<file path="src/hw/iac_regs.svh">
/*
 holds the timing counts, widths and reset values of the interrupt accept block.
 assumes it is included by bare name inside the design files.
*/
`ifndef IAC_REGS_SVH
`define IAC_REGS_SVH

`define IAC_LVL_W       4
`define IAC_AGE_W       3
`define IAC_AGE_MAX     3'h7
`define IAC_PRIO_RST    4'h0
`define IAC_JUDGE_DTC   3'h1
`define IAC_JUDGE_NONE  3'h0
`define IAC_ARB_EXT     3'h3
`define IAC_ARB_PER     3'h2
`define IAC_PIN_IDLE    1'b1

`endif

</file>
<file path="src/hw/iac_pkg.sv">
/*
 holds the types shared by the interrupt accept block.
 assumes the constants header is compiled with it.
*/
package iac_pkg;

  typedef logic [3:0] iac_lvl_t;

  // gray coded along idle, accepted, taken
  typedef enum logic [1:0] {
    IAC_IDLE     = 2'b00,
    IAC_ACCEPTED = 2'b01,
    IAC_TAKEN    = 2'b11
  } iac_acc_e;

endpackage

</file>
<file path="src/hw/iac_top.sv">
/*
 holds the interrupt accept block: pending latches, priority, mask check,
 acceptance indicator pin and transfer controller routing.
 assumes all inputs synchronous to ref_clk; srst is the power-on reset.
*/
// Functional notes
// - pick the highest programmed level among asserted requests, ignore lower ones
// - ties in level resolved by fixed order, lower vector number wins
// - accept and signal the cpu only when level exceeds the cpu mask level
// - on acceptance drive the acceptance indicator pin low
// - level or peripheral source: pin returns high once cpu updated its mask
// - edge source: pin returns high when cpu starts exception processing
// - higher priority accepted meanwhile keeps the pin low
// - edge requests stay pending until accepted, even when losing arbitration
// - software may cancel a pending external pin request via the status register
// - power-on or manual reset clears all edge pending requests
// - transfer check takes one state if capable, external always one
// - arbitration and mask compare take two states, external pins three
// - with transfer enable set, the request goes to the transfer controller
// - transfer end clears the enable only when select set or count zero
// - select set: each transfer clears enable and raises a cpu request
// - select clear, count not zero: each transfer clears the source flag, no cpu request
// - select clear at zero count: enable cleared, cpu request raised
// - each source has a four-bit priority, reset to level zero
`timescale 1ns/1ps
`include "iac_regs.svh"

module iac_top #(
  parameter int          N        = 8,
  parameter int          IW       = 3,
  parameter logic [N-1:0] EXT_MASK = 8'h0F,
  parameter logic [N-1:0] DTC_CAP  = 8'hFF
) (
  input  wire logic                    ref_clk,
  input  wire logic                    srst,
  input  wire logic                    manual_rst,
  input  wire logic [N-1:0]            src_req,
  input  wire logic [N-1:0]            src_edge_mode,
  input  wire logic                    prio_wr_en,
  input  wire logic [IW-1:0]           prio_wr_idx,
  input  wire logic [3:0]              prio_wr_data,
  input  wire logic [N-1:0]            ext_status_clr,
  input  wire logic [3:0]              cpu_mask_level,
  input  wire logic                    cpu_exc_start,
  input  wire logic                    cpu_mask_updated,
  input  wire logic [N-1:0]            te_set,
  input  wire logic [N-1:0]            cpu_int_select_bit,
  input  wire logic                    xfer_done,
  input  wire logic [IW-1:0]           xfer_src,
  input  wire logic                    xfer_count_zero,
  output logic                         cpu_irq,
  output iac_pkg::iac_lvl_t            cpu_irq_level,
  output logic [IW-1:0]                cpu_irq_src,
  output logic                         accept_indicator_pin,
  output logic [N-1:0]                 transfer_enable_bit,
  output logic [N-1:0]                 dtc_req,
  output logic [N-1:0]                 src_flag_clr
);

  iac_pkg::iac_lvl_t            source_priority_regs [N];
  logic [4*N-1:0]               lvl_flat;
  logic [N-1:0]                 src_req_d;
  logic [N-1:0]                 pend;
  logic [N-1:0]                 pend_clr;
  logic [N-1:0]                 src_act;
  logic [N-1:0]                 cpu_side_req;
  logic [N-1:0]                 elig;
  logic [`IAC_AGE_W-1:0]        age [N];
  logic                         win_v;
  iac_pkg::iac_lvl_t            win_l;
  logic [IW-1:0]                win_i;
  logic                         next_acc;
  logic                         higher;
  iac_pkg::iac_acc_e            state;
  iac_pkg::iac_acc_e            next_state;
  iac_pkg::iac_lvl_t            hold_level;
  logic [IW-1:0]                hold_src;
  logic                         hold_edge;

  // states needed before a source may win
  function automatic logic [`IAC_AGE_W-1:0] need_of(input int i);
    if (EXT_MASK[i]) begin
      return `IAC_JUDGE_DTC + `IAC_ARB_EXT;
    end
    return (DTC_CAP[i] ? `IAC_JUDGE_DTC : `IAC_JUDGE_NONE) + `IAC_ARB_PER;
  endfunction

  always_ff @(posedge ref_clk) begin
    if (srst) begin
      for (int i = 0; i < N; i++) begin
        source_priority_regs[i] <= `IAC_PRIO_RST;
      end
    end else if (prio_wr_en) begin
      source_priority_regs[prio_wr_idx] <= prio_wr_data;
    end
  end

  always_ff @(posedge ref_clk) begin
    if (srst) begin
      src_req_d <= '0;
    end else begin
      src_req_d <= src_req;
    end
  end

  assign pend_clr = (ext_status_clr & EXT_MASK) | src_flag_clr |
                    ((cpu_exc_start && state == iac_pkg::IAC_ACCEPTED && hold_edge) ?
                     (N'(1) << hold_src) : '0);

  always_ff @(posedge ref_clk) begin
    if (srst || manual_rst) begin
      pend <= '0;
    end else begin
      pend <= ((pend & ~pend_clr) | (src_req & ~src_req_d)) & src_edge_mode;
    end
  end

  assign src_act = (pend & src_edge_mode) | (src_req & ~src_edge_mode);

  generate
    for (genvar g = 0; g < N; g++) begin : g_src
      assign lvl_flat[4*g +: 4] = source_priority_regs[g];
      assign elig[g] = cpu_side_req[g] && (age[g] >= need_of(g) - 3'h1);
      always_ff @(posedge ref_clk) begin
        if (srst || !cpu_side_req[g]) begin
          age[g] <= '0;
        end else if (age[g] != `IAC_AGE_MAX) begin
          age[g] <= age[g] + 3'h1;
        end
      end
    end
  endgenerate

  iac_route #(
    .N  (N),
    .IW (IW)
  ) u_route (
    .ref_clk             (ref_clk),
    .srst                (srst),
    .src_act             (src_act),
    .te_set              (te_set),
    .cpu_int_select_bit  (cpu_int_select_bit),
    .xfer_done           (xfer_done),
    .xfer_src            (xfer_src),
    .xfer_count_zero     (xfer_count_zero),
    .transfer_enable_bit (transfer_enable_bit),
    .dtc_req             (dtc_req),
    .src_flag_clr        (src_flag_clr),
    .cpu_side_req        (cpu_side_req)
  );

  iac_arbiter #(
    .N  (N),
    .IW (IW)
  ) u_arb (
    .req   (elig),
    .lvl   (lvl_flat),
    .win_v (win_v),
    .win_l (win_l),
    .win_i (win_i)
  );

  assign next_acc = win_v && (win_l > cpu_mask_level);
  assign higher   = next_acc && (win_l > hold_level);

  always_ff @(posedge ref_clk) begin
    if (srst) begin
      cpu_irq       <= 1'b0;
      cpu_irq_level <= `IAC_PRIO_RST;
      cpu_irq_src   <= '0;
    end else begin
      cpu_irq       <= next_acc;
      cpu_irq_level <= win_l;
      cpu_irq_src   <= win_i;
    end
  end

  always_comb begin
    next_state = state;
    case (state)
      iac_pkg::IAC_IDLE: begin
        if (next_acc) begin
          next_state = iac_pkg::IAC_ACCEPTED;
        end
      end
      iac_pkg::IAC_ACCEPTED: begin
        if (cpu_exc_start && !higher) begin
          next_state = hold_edge ? iac_pkg::IAC_IDLE : iac_pkg::IAC_TAKEN;
        end
      end
      iac_pkg::IAC_TAKEN: begin
        if (higher) begin
          next_state = iac_pkg::IAC_ACCEPTED;
        end else if (cpu_mask_updated) begin
          next_state = iac_pkg::IAC_IDLE;
        end
      end
      default: begin
        next_state = iac_pkg::IAC_IDLE;
      end
    endcase
  end

  always_ff @(posedge ref_clk) begin
    if (srst) begin
      state <= iac_pkg::IAC_IDLE;
    end else begin
      state <= next_state;
    end
  end

  always_ff @(posedge ref_clk) begin
    if (srst) begin
      hold_level <= `IAC_PRIO_RST;
      hold_src   <= '0;
      hold_edge  <= 1'b0;
    end else if (next_acc && (state == iac_pkg::IAC_IDLE || higher)) begin
      hold_level <= win_l;
      hold_src   <= win_i;
      hold_edge  <= src_edge_mode[win_i];
    end else if (next_state == iac_pkg::IAC_IDLE) begin
      hold_level <= `IAC_PRIO_RST;
    end
  end

  always_ff @(posedge ref_clk) begin
    if (srst) begin
      accept_indicator_pin <= `IAC_PIN_IDLE;
    end else begin
      accept_indicator_pin <= (next_state == iac_pkg::IAC_IDLE);
    end
  end
endmodule

</file>
<file path="src/hw/iac_arbiter.sv">
/*
 holds the combinational priority pick among eligible sources.
 assumes levels arrive flattened, source 0 lowest vector number.
*/
`timescale 1ns/1ps
`include "iac_regs.svh"

module iac_arbiter #(
  parameter int N  = 8,
  parameter int IW = 3
) (
  input  wire logic [N-1:0]            req,
  input  wire logic [4*N-1:0]          lvl,
  output logic                         win_v,
  output iac_pkg::iac_lvl_t            win_l,
  output logic [IW-1:0]                win_i
);

  // highest level wins, lower index wins ties
  always_comb begin
    win_v = 1'b0;
    win_l = `IAC_PRIO_RST;
    win_i = '0;
    for (int i = N - 1; i >= 0; i--) begin
      if (req[i] && (!win_v || lvl[4*i +: 4] >= win_l)) begin
        win_v = 1'b1;
        win_l = lvl[4*i +: 4];
        win_i = IW'(i);
      end
    end
  end

endmodule

</file>
<file path="src/hw/iac_route.sv">
/*
 holds the per-source routing between transfer controller and cpu.
 assumes xfer_done is a one-cycle pulse naming the source in xfer_src.
*/
`timescale 1ns/1ps
`include "iac_regs.svh"

module iac_route #(
  parameter int N  = 8,
  parameter int IW = 3
) (
  input  wire logic                    ref_clk,
  input  wire logic                    srst,
  input  wire logic [N-1:0]            src_act,
  input  wire logic [N-1:0]            te_set,
  input  wire logic [N-1:0]            cpu_int_select_bit,
  input  wire logic                    xfer_done,
  input  wire logic [IW-1:0]           xfer_src,
  input  wire logic                    xfer_count_zero,
  output logic [N-1:0]                 transfer_enable_bit,
  output logic [N-1:0]                 dtc_req,
  output logic [N-1:0]                 src_flag_clr,
  output logic [N-1:0]                 cpu_side_req
);

  logic [N-1:0] hit;
  logic         enable_clear_condition;

  assign hit = N'(1) << xfer_src;
  assign enable_clear_condition = cpu_int_select_bit[xfer_src] | xfer_count_zero;
  assign cpu_side_req = src_act & ~transfer_enable_bit;

  always_ff @(posedge ref_clk) begin
    if (srst) begin
      transfer_enable_bit <= '0;
    end else if (xfer_done && enable_clear_condition) begin
      transfer_enable_bit <= (transfer_enable_bit & ~hit) | te_set;
    end else begin
      transfer_enable_bit <= transfer_enable_bit | te_set;
    end
  end

  always_ff @(posedge ref_clk) begin
    if (srst) begin
      src_flag_clr <= '0;
    end else begin
      src_flag_clr <= (xfer_done && !enable_clear_condition) ? hit : '0;
    end
  end

  always_ff @(posedge ref_clk) begin
    if (srst) begin
      dtc_req <= '0;
    end else begin
      dtc_req <= src_act & transfer_enable_bit;
    end
  end
endmodule

</file>
<file path="config.mk">
export PLATFORM = sky130hd
export DESIGN_NAME = iac_top
export DESIGN_NICKNAME = d
export VERILOG_FILES = /design/src/hw/iac_pkg.sv /design/src/hw/iac_top.sv /design/src/hw/iac_arbiter.sv /design/src/hw/iac_route.sv
export VERILOG_INCLUDE_DIRS = /design/src /design/src/hw
export SDC_FILE = /design/constraint.sdc
export NUM_CORES = 1
export LEC_CHECK = 0
export BUFFER_PORTS_ARGS = -buffer_cell sky130_fd_sc_hd__clkbuf_2
export CORE_ASPECT_RATIO = 1.2
export CORE_UTILIZATION = 40
export CTS_CLUSTER_DIAMETER = 30
export CTS_CLUSTER_SIZE = 14
export DETAILED_ROUTE_END_ITERATION = 10
export GPL_TIMING_DRIVEN = 1
export PLACE_DENSITY = 0.7
export SETUP_SLACK_MARGIN = 0.02
export SYNTH_ARGS = -nofsm -noshare
export SYNTH_HDL_FRONTEND = slang
export SYNTH_SLANG_ARGS = --single-unit
</file>
<file path="constraint.sdc">
create_clock -name ref_clk -period 30.8 [get_ports ref_clk]
set_input_delay 3.08 -clock ref_clk [delete_from_list [all_inputs] [get_ports ref_clk]]
set_output_delay 3.08 -clock ref_clk [all_outputs]
set_load 0.01 [all_outputs]
</file>
==> results of run 1 <==
==> final timing paths <==
check,to,slack (ns)
max reg2reg,hold_edge,16.25
max,hold_edge,13.70
min,hold_level[2],0.48
min reg2reg,hold_level[2],0.48
==> cells in the mapped netlist, types with 2 or more instances <==
cell type	count
a211oi_1	8
a21boi_0	2
a21o_1	5
a21oi_1	28
a2bb2oi_1	2
a311o_1	5
a311oi_1	2
a31oi_1	2
and2_1	38
and3_1	10
and4_1	2
clkbuf_1	10
dfxtp_1	59
edfxtp_1	56
ha_1	57
inv_1	50
mux2_2	2
mux2_4	3
mux2i_1	11
mux2i_2	3
mux4_2	2
nand2_1	36
nand2b_1	13
nand3_1	12
nand3b_1	2
nor2_1	72
nor2b_1	10
nor3_1	23
nor3_2	3
nor3b_1	10
nor4_1	7
o211a_1	2
o211ai_1	4
o21a_1	2
o21ai_0	37
o21bai_1	5
o221ai_1	3
o22ai_1	5
o311ai_0	4
or2_2	8
or3_1	8
or3b_2	2
==> stage by stage <==
| step | std cells | instance area, sq um |
|---|---|---|
| 3_3_place_gp | 946 | 7150 |
| 4_1_cts | 978 | 7760 |
| 6_report | 978 | 7760 |
| 3_5_place_dp | 946 | 7150 |
| 5_1_grt | 978 | 7760 |
| 2_1_floorplan | 660 | 6500 |
==> critical path: cells and delay by family <==
family / cells / cell delay (ns)
mux: 5 / 1.78
compound gates: 27 / 7.03
fa+ha+maj: 8 / 1.96
simple gates: 15 / 3.28
buf+inv: 3 / 0.31
==> sequential cells by signal, summed over array words and instances (netlist names) <==
register	cells
hold_edge	1
cpu_irq_src	3
u_route.transfer_enable_bit	8
pend	8
age	24
hold_level	4
u_route.dtc_req	8
source_priority_regs	32
state	2
cpu_irq_level	4
u_route.src_flag_clr	8
cpu_irq	1
hold_src	3
accept_indicator_pin	1
src_req_d	8
==> cell type report <==
type / instances / share of cell area (%)
multi-input cells: 481 / 43.6
flip-flops and latches: 115 / 36.9
clock buffers: 21 / 6.35
repair buffers: 91 / 5.90
well taps: 208 / 3.35
inverters: 51 / 2.47
clock inverters: 11 / 1.42
==> cell families after synthesis <==
group           Yosys count
simple gates            264
compound gates          139
buf+inv                  64
mux                      21
fa+ha+maj                57
flops                   115
==> power groups by stage <==
stage	clock network, mW	logic, mW	registers (mW)
after global placement	0	0.0255	0.173
after global routing	0.208	0.0296	0.171
after CTS	0.201	0.0262	0.170
after detailed placement	0	0.0260	0.173
after floorplan	0	0.0151	0.172
final	0.198	0.0260	0.170
==> layer usage <==
layer  up-vias  part of all wire [%]  global-route usage [%]
met5         -                     0                       0
li1       2596                     -                       -
met1      2378                    44                    21.8
met2       111                    50                    32.7
met3        27                   3.0                    3.58
met4         0                   2.7                    8.50
==> impl_results.md, run 1 <==
* FP Rows at 50
* Hold Path Class: reg2reg
* Switching share of power at 23.7%
* Critical path fanouts, max at 18
* Vias in the first global route at 5,054
* Final setup vio count at 0
* DRT iter0 DRCs at 196
* Worst path slowest cell: nor2_1
* Layout cells sized above 1 at 21.2%
* Compound-Gate Fraction of Synth Area at 15.6%
* Largest family of logic cells by synthesized area: simple AND/OR/NAND/NOR gates
* Final wirelength at 14.8 mm
* # IOs at between 90 and 100
* Critical path data arrival time at 17.46 ns
* Setup_tns at 0 ns
* Reg2reg path depth at 57
* Synth Area in Adders at 11.0%
* Status: complete, no violations
* Design Power at 0.394 mW
* Seq. cell area at 2860 sq um
* Wirelength per Cell at 15.1 microns
* Netlist Area Pre-Place at 6500 sq um
* CP required at just over 30 ns
* Mean Syn Cell Area at 9.84 sq um
* Fin crit period at roughly 17 ns
* P_sw at 0.0933 mW
* Number of flops mapped to enable cells by yosys at 56
* Hold slack at between 0.4 and 0.5 ns
* Drt pass-1 iters at 4
* CTS root buffer: clkbuf_16
* Leakage at 3.29 nW
* FILL cells at between 1,500 and 2,000
* Setup Skew at 0.00761 ns
* ANT nets after route at 0
* Die width at 118 microns
* Largest area contributor in the netlist: edfxtp_1
* Port Buffer Count at 90
* Post-CTS resize count at 0
* Vias at slightly above 5,000
* Multi-input logic area at 3380 sq um
* Yosys reg bits at 115
* Worst R2R Start: pend[7]
* Area growth from synthesis to layout at 19.4%
* Ant diodes at 0
* Global-route wire length before repair at 24.1 mm
* PnR worst setup slack at around 14 ns
* Mapped Nets at 779
* Startpoint types: input pin
* Core Area at 15,800 sq um
* Die area at 16,800 sq um
* Max-slew headroom at 25.0%
* Most common cell after layout, fill and taps aside: clkbuf_2
* Critical Path Source: src_edge_mode[7]
* Largest net degree at the start of global routing at 44
* Worst-Skew Late Latency at 0.41 ns
* Top cells by area, synth: edfxtp_1 (26%), dfxtp_1 (18%), ha_1 (11%)
* Die height at approximately 140 microns
* Synth warnings at 0
* Longest Clk Path Bufs at 2
* RSZ-0062 raised after global routing: false
* Max-slew violations at 0
* Initial cell density of the core at 41.2%
* Commonest cells after routing, fill and taps aside: clkbuf_2 (90), nor2_1 (72), dfxtp_1 (59)
* Initial antenna violation count at 0
* Synth Area in Simple Gates at 21.4%
* DRC viols at 0
* Worst slew pin tran at 1.12 ns
* Clock power share at between 50% and 60%
* Post-Synth XOR/XNOR Area at 0%
* Mux share of post-synthesis cell area at ~4.1%
* Crit Path Class: in2reg
* Clock transition at path regs at 0.06 ns
* GR Overflow Total at 0
* Fin. Hold Viols at 0
* Post-CTS setup buffers at 0
* CP endpoint kind: flip-flop
* Number of distinct library cells after synthesis at 77
* Hold_sp: hold_level[2]
* Fmax at 58.5 MHz
* DR vias/cell at 5.23
* Post-synth top flop: dfxtp_1
* Internal power at 0.300 mW
* CTS Sinks at 115
* Worst VDD drop at 0.0335 mV
* Total CTS buffers at 17
* Synth top area share at about a quarter
* Pre-CTS WS at 13.29 ns
* Max Cap Viol at 0
* Power Density at 50.7 nW/um^2
* GRT Total Usage at between 15 and 20%
* End-of-flow core utilization at between 40% and 50%
* Nets at 876
* Cell repeated most along the worst path: ha_1
* H-tree depth at 4
* Tcrit/Tclk final at 55.5%
* Seq pwr share at 43.2%
* Gate power share at about 6.6%
* Hold path depth at 2
* Post-CTS Hold Fix Bufs at 0
* GPL Wtd Cong at 0.841
* Dpl hpwl at 11.6 mm
* Async SR Flop Fraction at 0%
* CTS tree: done
* Crit path largest cell delay at between 0.8 and 0.9 ns
* Sequential-to-total area share from yosys stat at 44.1%
* Post-synthesis cell count at 660
Note: power is estimated with default switching activity, not from simulation.
==> run 2: changes to the inputs <==
ABC_AREA = 1   (was unset)
clock period = 17.7 ns   (was 30.8 ns; I/O delays follow)
==> run 2 against run 1 <==
  * Design area down 1.2%
  * Combinational power up 89%
  * Largest cell class unchanged
  * Cell count up 14%
  * Global-route usage down 0.21 points
  * Critical path type unchanged
  * Wire length down 1.3%
  * Via count up 4.3%
  * Critical path depth up 21
  * Largest power group unchanged
  * First-iteration DRC count up 41%
==> impl_results.md, run 2 <==
* Yosys reg bits at about 120
* Power Density at 90.1 nW/um^2
* Vias at between 5,000 and 6,000
* GPL Wtd Cong at 0.825
* Worst slew pin tran at 0.733 ns
* CTS Sinks at 115
* Die height at around 140 microns
* Clock transition at path regs at about 0.050 ns
* Largest register by flop count: source_priority_regs
* Worst path slowest cell: a32oi_1
* Area growth from synthesis to layout at 19.6%
* Synth top area share at between 20% and 30%
* Biggest regs: source_priority_regs: 32 flops, age: 24 flops
* Netlist Area Pre-Place at 6410 sq um
* Most common cell after layout, fill and taps aside: nand2_1
* Mapped Nets at 913
* Status: complete, no violations
* Fin crit period at 12.50 ns
* Most common cell in the netlist: nand2_1
* Hold Path Class: reg2reg
* Longest Clk Path Bufs at 2
* Setup Skew at 0.0111 ns
* Crit path largest cell delay at 0.41 ns
* P_sw at ~0.16 mW
* Clock power share at 50.4%
* Max-slew headroom at between 50% and 60%
* RSZ-0062 raised after global routing: false
* Internal power at 0.532 mW
* Final setup vio count at 0
* DR vias/cell at 4.78
* Total CTS buffers at 17
* Dpl hpwl at 11.3 mm
* Layout cells sized above 1 at 18.7%
* Die area at 16,500 sq um
* Final wirelength at 14.6 mm
* Gate power share at 7.1%
* Crit path buffers/inverters at 9
* Crit Path Class: in2reg
* DRC viols at 0
* Commonest cells after routing, fill and taps aside: nand2_1 (155), nor2_1 (137), inv_1 (126)
* Post-CTS resize count at 0
* Setup_tns at 0 ns
* Top cells by area, synth: edfxtp_1 (26%), dfxtp_1 (18%), ha_1 (11%)
* Flip-flop count of the largest register after layout at 32
* CTS tree: done
* # IOs at 95
* Vias in the first global route at 5,149
* Worst-Skew Late Latency at roughly 0.42 ns
* Max-slew violations at 0
* Startpoint types: input pin
* Worst VDD drop at around 0.055 mV
* Post-CTS setup buffers at 0
* Nets at 1,013
* Post-synth top flop: dfxtp_1
* Largest area contributor in the netlist: edfxtp_1
* Critical path fanouts, max at 14
* Ant diodes at 0
* H-tree depth at 4
* Commonest cells in the netlist: nand2_1 (155), nor2_1 (137), inv_1 (126)
* Fmax at 80.0 MHz
* Drt pass-1 iters at 5
* ANT nets after route at 0
* Port Buffer Count at 90
* Number of flops mapped to enable cells by yosys at 56
* Global-route wire length before repair at 23.7 mm
* Max Cap Viol at 0
* CP required at 18.01 ns
* Post-synthesis cell count at 794
* GRT Total Usage at between 15 and 20%
* Wirelength per Cell at 13.1 microns
* Die width at 118 microns
* Cell repeated most along the worst path: nand2_1
* FP Rows at 50
* Largest net degree at the start of global routing at 30
* DRT iter0 DRCs at 277
* CP endpoint kind: flip-flop
* Leakage at 3.76 nW
* Critical path data arrival time at 12.81 ns
* Sequential-to-total area share from yosys stat at 44.7%
* Post-CTS Hold Fix Bufs at 0
* Mean Syn Cell Area at 8.07 sq um
* Initial cell density of the core at around two fifths
* Crit-path leading delay family: simple AND/OR/NAND/NOR gates
* Seq pwr share at 42.5%
* Async SR Flop Fraction at 0%
* FILL cells at 1,542
* Number of distinct library cells after synthesis at 48
* Initial antenna violation count at 0
* CTS root buffer: clkbuf_16
* Fin. Hold Viols at 0
* Synth warnings at 0
* Core Area at 15,600 sq um
* Tcrit/Tclk final at 70.6%
* Hold slack at ~0.5 ns
* GR Overflow Total at 0
* Switching share of power at a little under a quarter
## run 2: worst paths after layout
path              cells after the start                            from                 end  slack, ns
hold / removal                        2  u_route.transfer_enable_bit[7]  u_route.dtc_req[7]       0.49
hold reg to reg                       2  u_route.transfer_enable_bit[7]  u_route.dtc_req[7]       0.49
setup / recovery                     79                src_edge_mode[7]           hold_edge       5.20
setup reg to reg                     77  u_route.transfer_enable_bit[7]           hold_edge       6.33
## run 2: cell families (layout without fill, tap and decap cells)
family,Yosys count,count (layout),share of synthesized area [%]
simple gates,386,386,26.1
buf+inv,144,257,9.00
flops,115,115,44.7
compound gates,92,92,9.10
fa+ha+maj,57,57,11.1
## run 2: power groups by stage
stage	Combinational (mW)	Clock (mW)	Sequential [mW]
6_report	0.0492	0.348	0.293
4_1_cts	0.0496	0.354	0.293
3_3_place_gp	0.0479	0	0.299
5_1_grt	0.0563	0.367	0.294
3_5_place_dp	0.0491	0	0.299
2_1_floorplan	0.0292	0	0.298
## run 2: tightest hold or removal path, cell delays in order (launching register included)
cell,delay [ns]
dfxtp_1,0.32
nand2_1,0.08
nor2_1,0.05
## run 2: final cells by class
class | instances | area, sq um | area share, %
sequential | 115 | 2860 | 37.3
clock inverter | 11 | 121 | 1.58
clock buffer | 21 | 492 | 6.41
multi-input combinational | 535 | 2970 | 38.7
inverter | 134 | 503 | 6.56
tap | 208 | 260 | 3.39
timing repair buffer | 91 | 458 | 5.97
## run 2: per-stage QoR
step	power, mW	instance area [sq um]	std cells	setup slack (ns)	utilization [%]
after floorplan	0.327	6410	794	6.93	-
after global placement	0.346	7050	1083	5.12	45.1
after detailed placement	0.348	7050	1083	4.96	45.1
after CTS	0.697	7670	1115	5.25	49.0
after global routing	0.718	7670	1115	4.14	49.0
final	0.691	7670	1115	5.20	49.0
## run 2: metal layers
| metal | track usage [%] | wire (microns) |
|---|---|---|
| met3 | 5.54 | 912 |
| met2 | 32.7 | 7260 |
| met1 | 20.7 | 6200 |
| met5 | 0 | 0 |
| met4 | 6.75 | 227 |
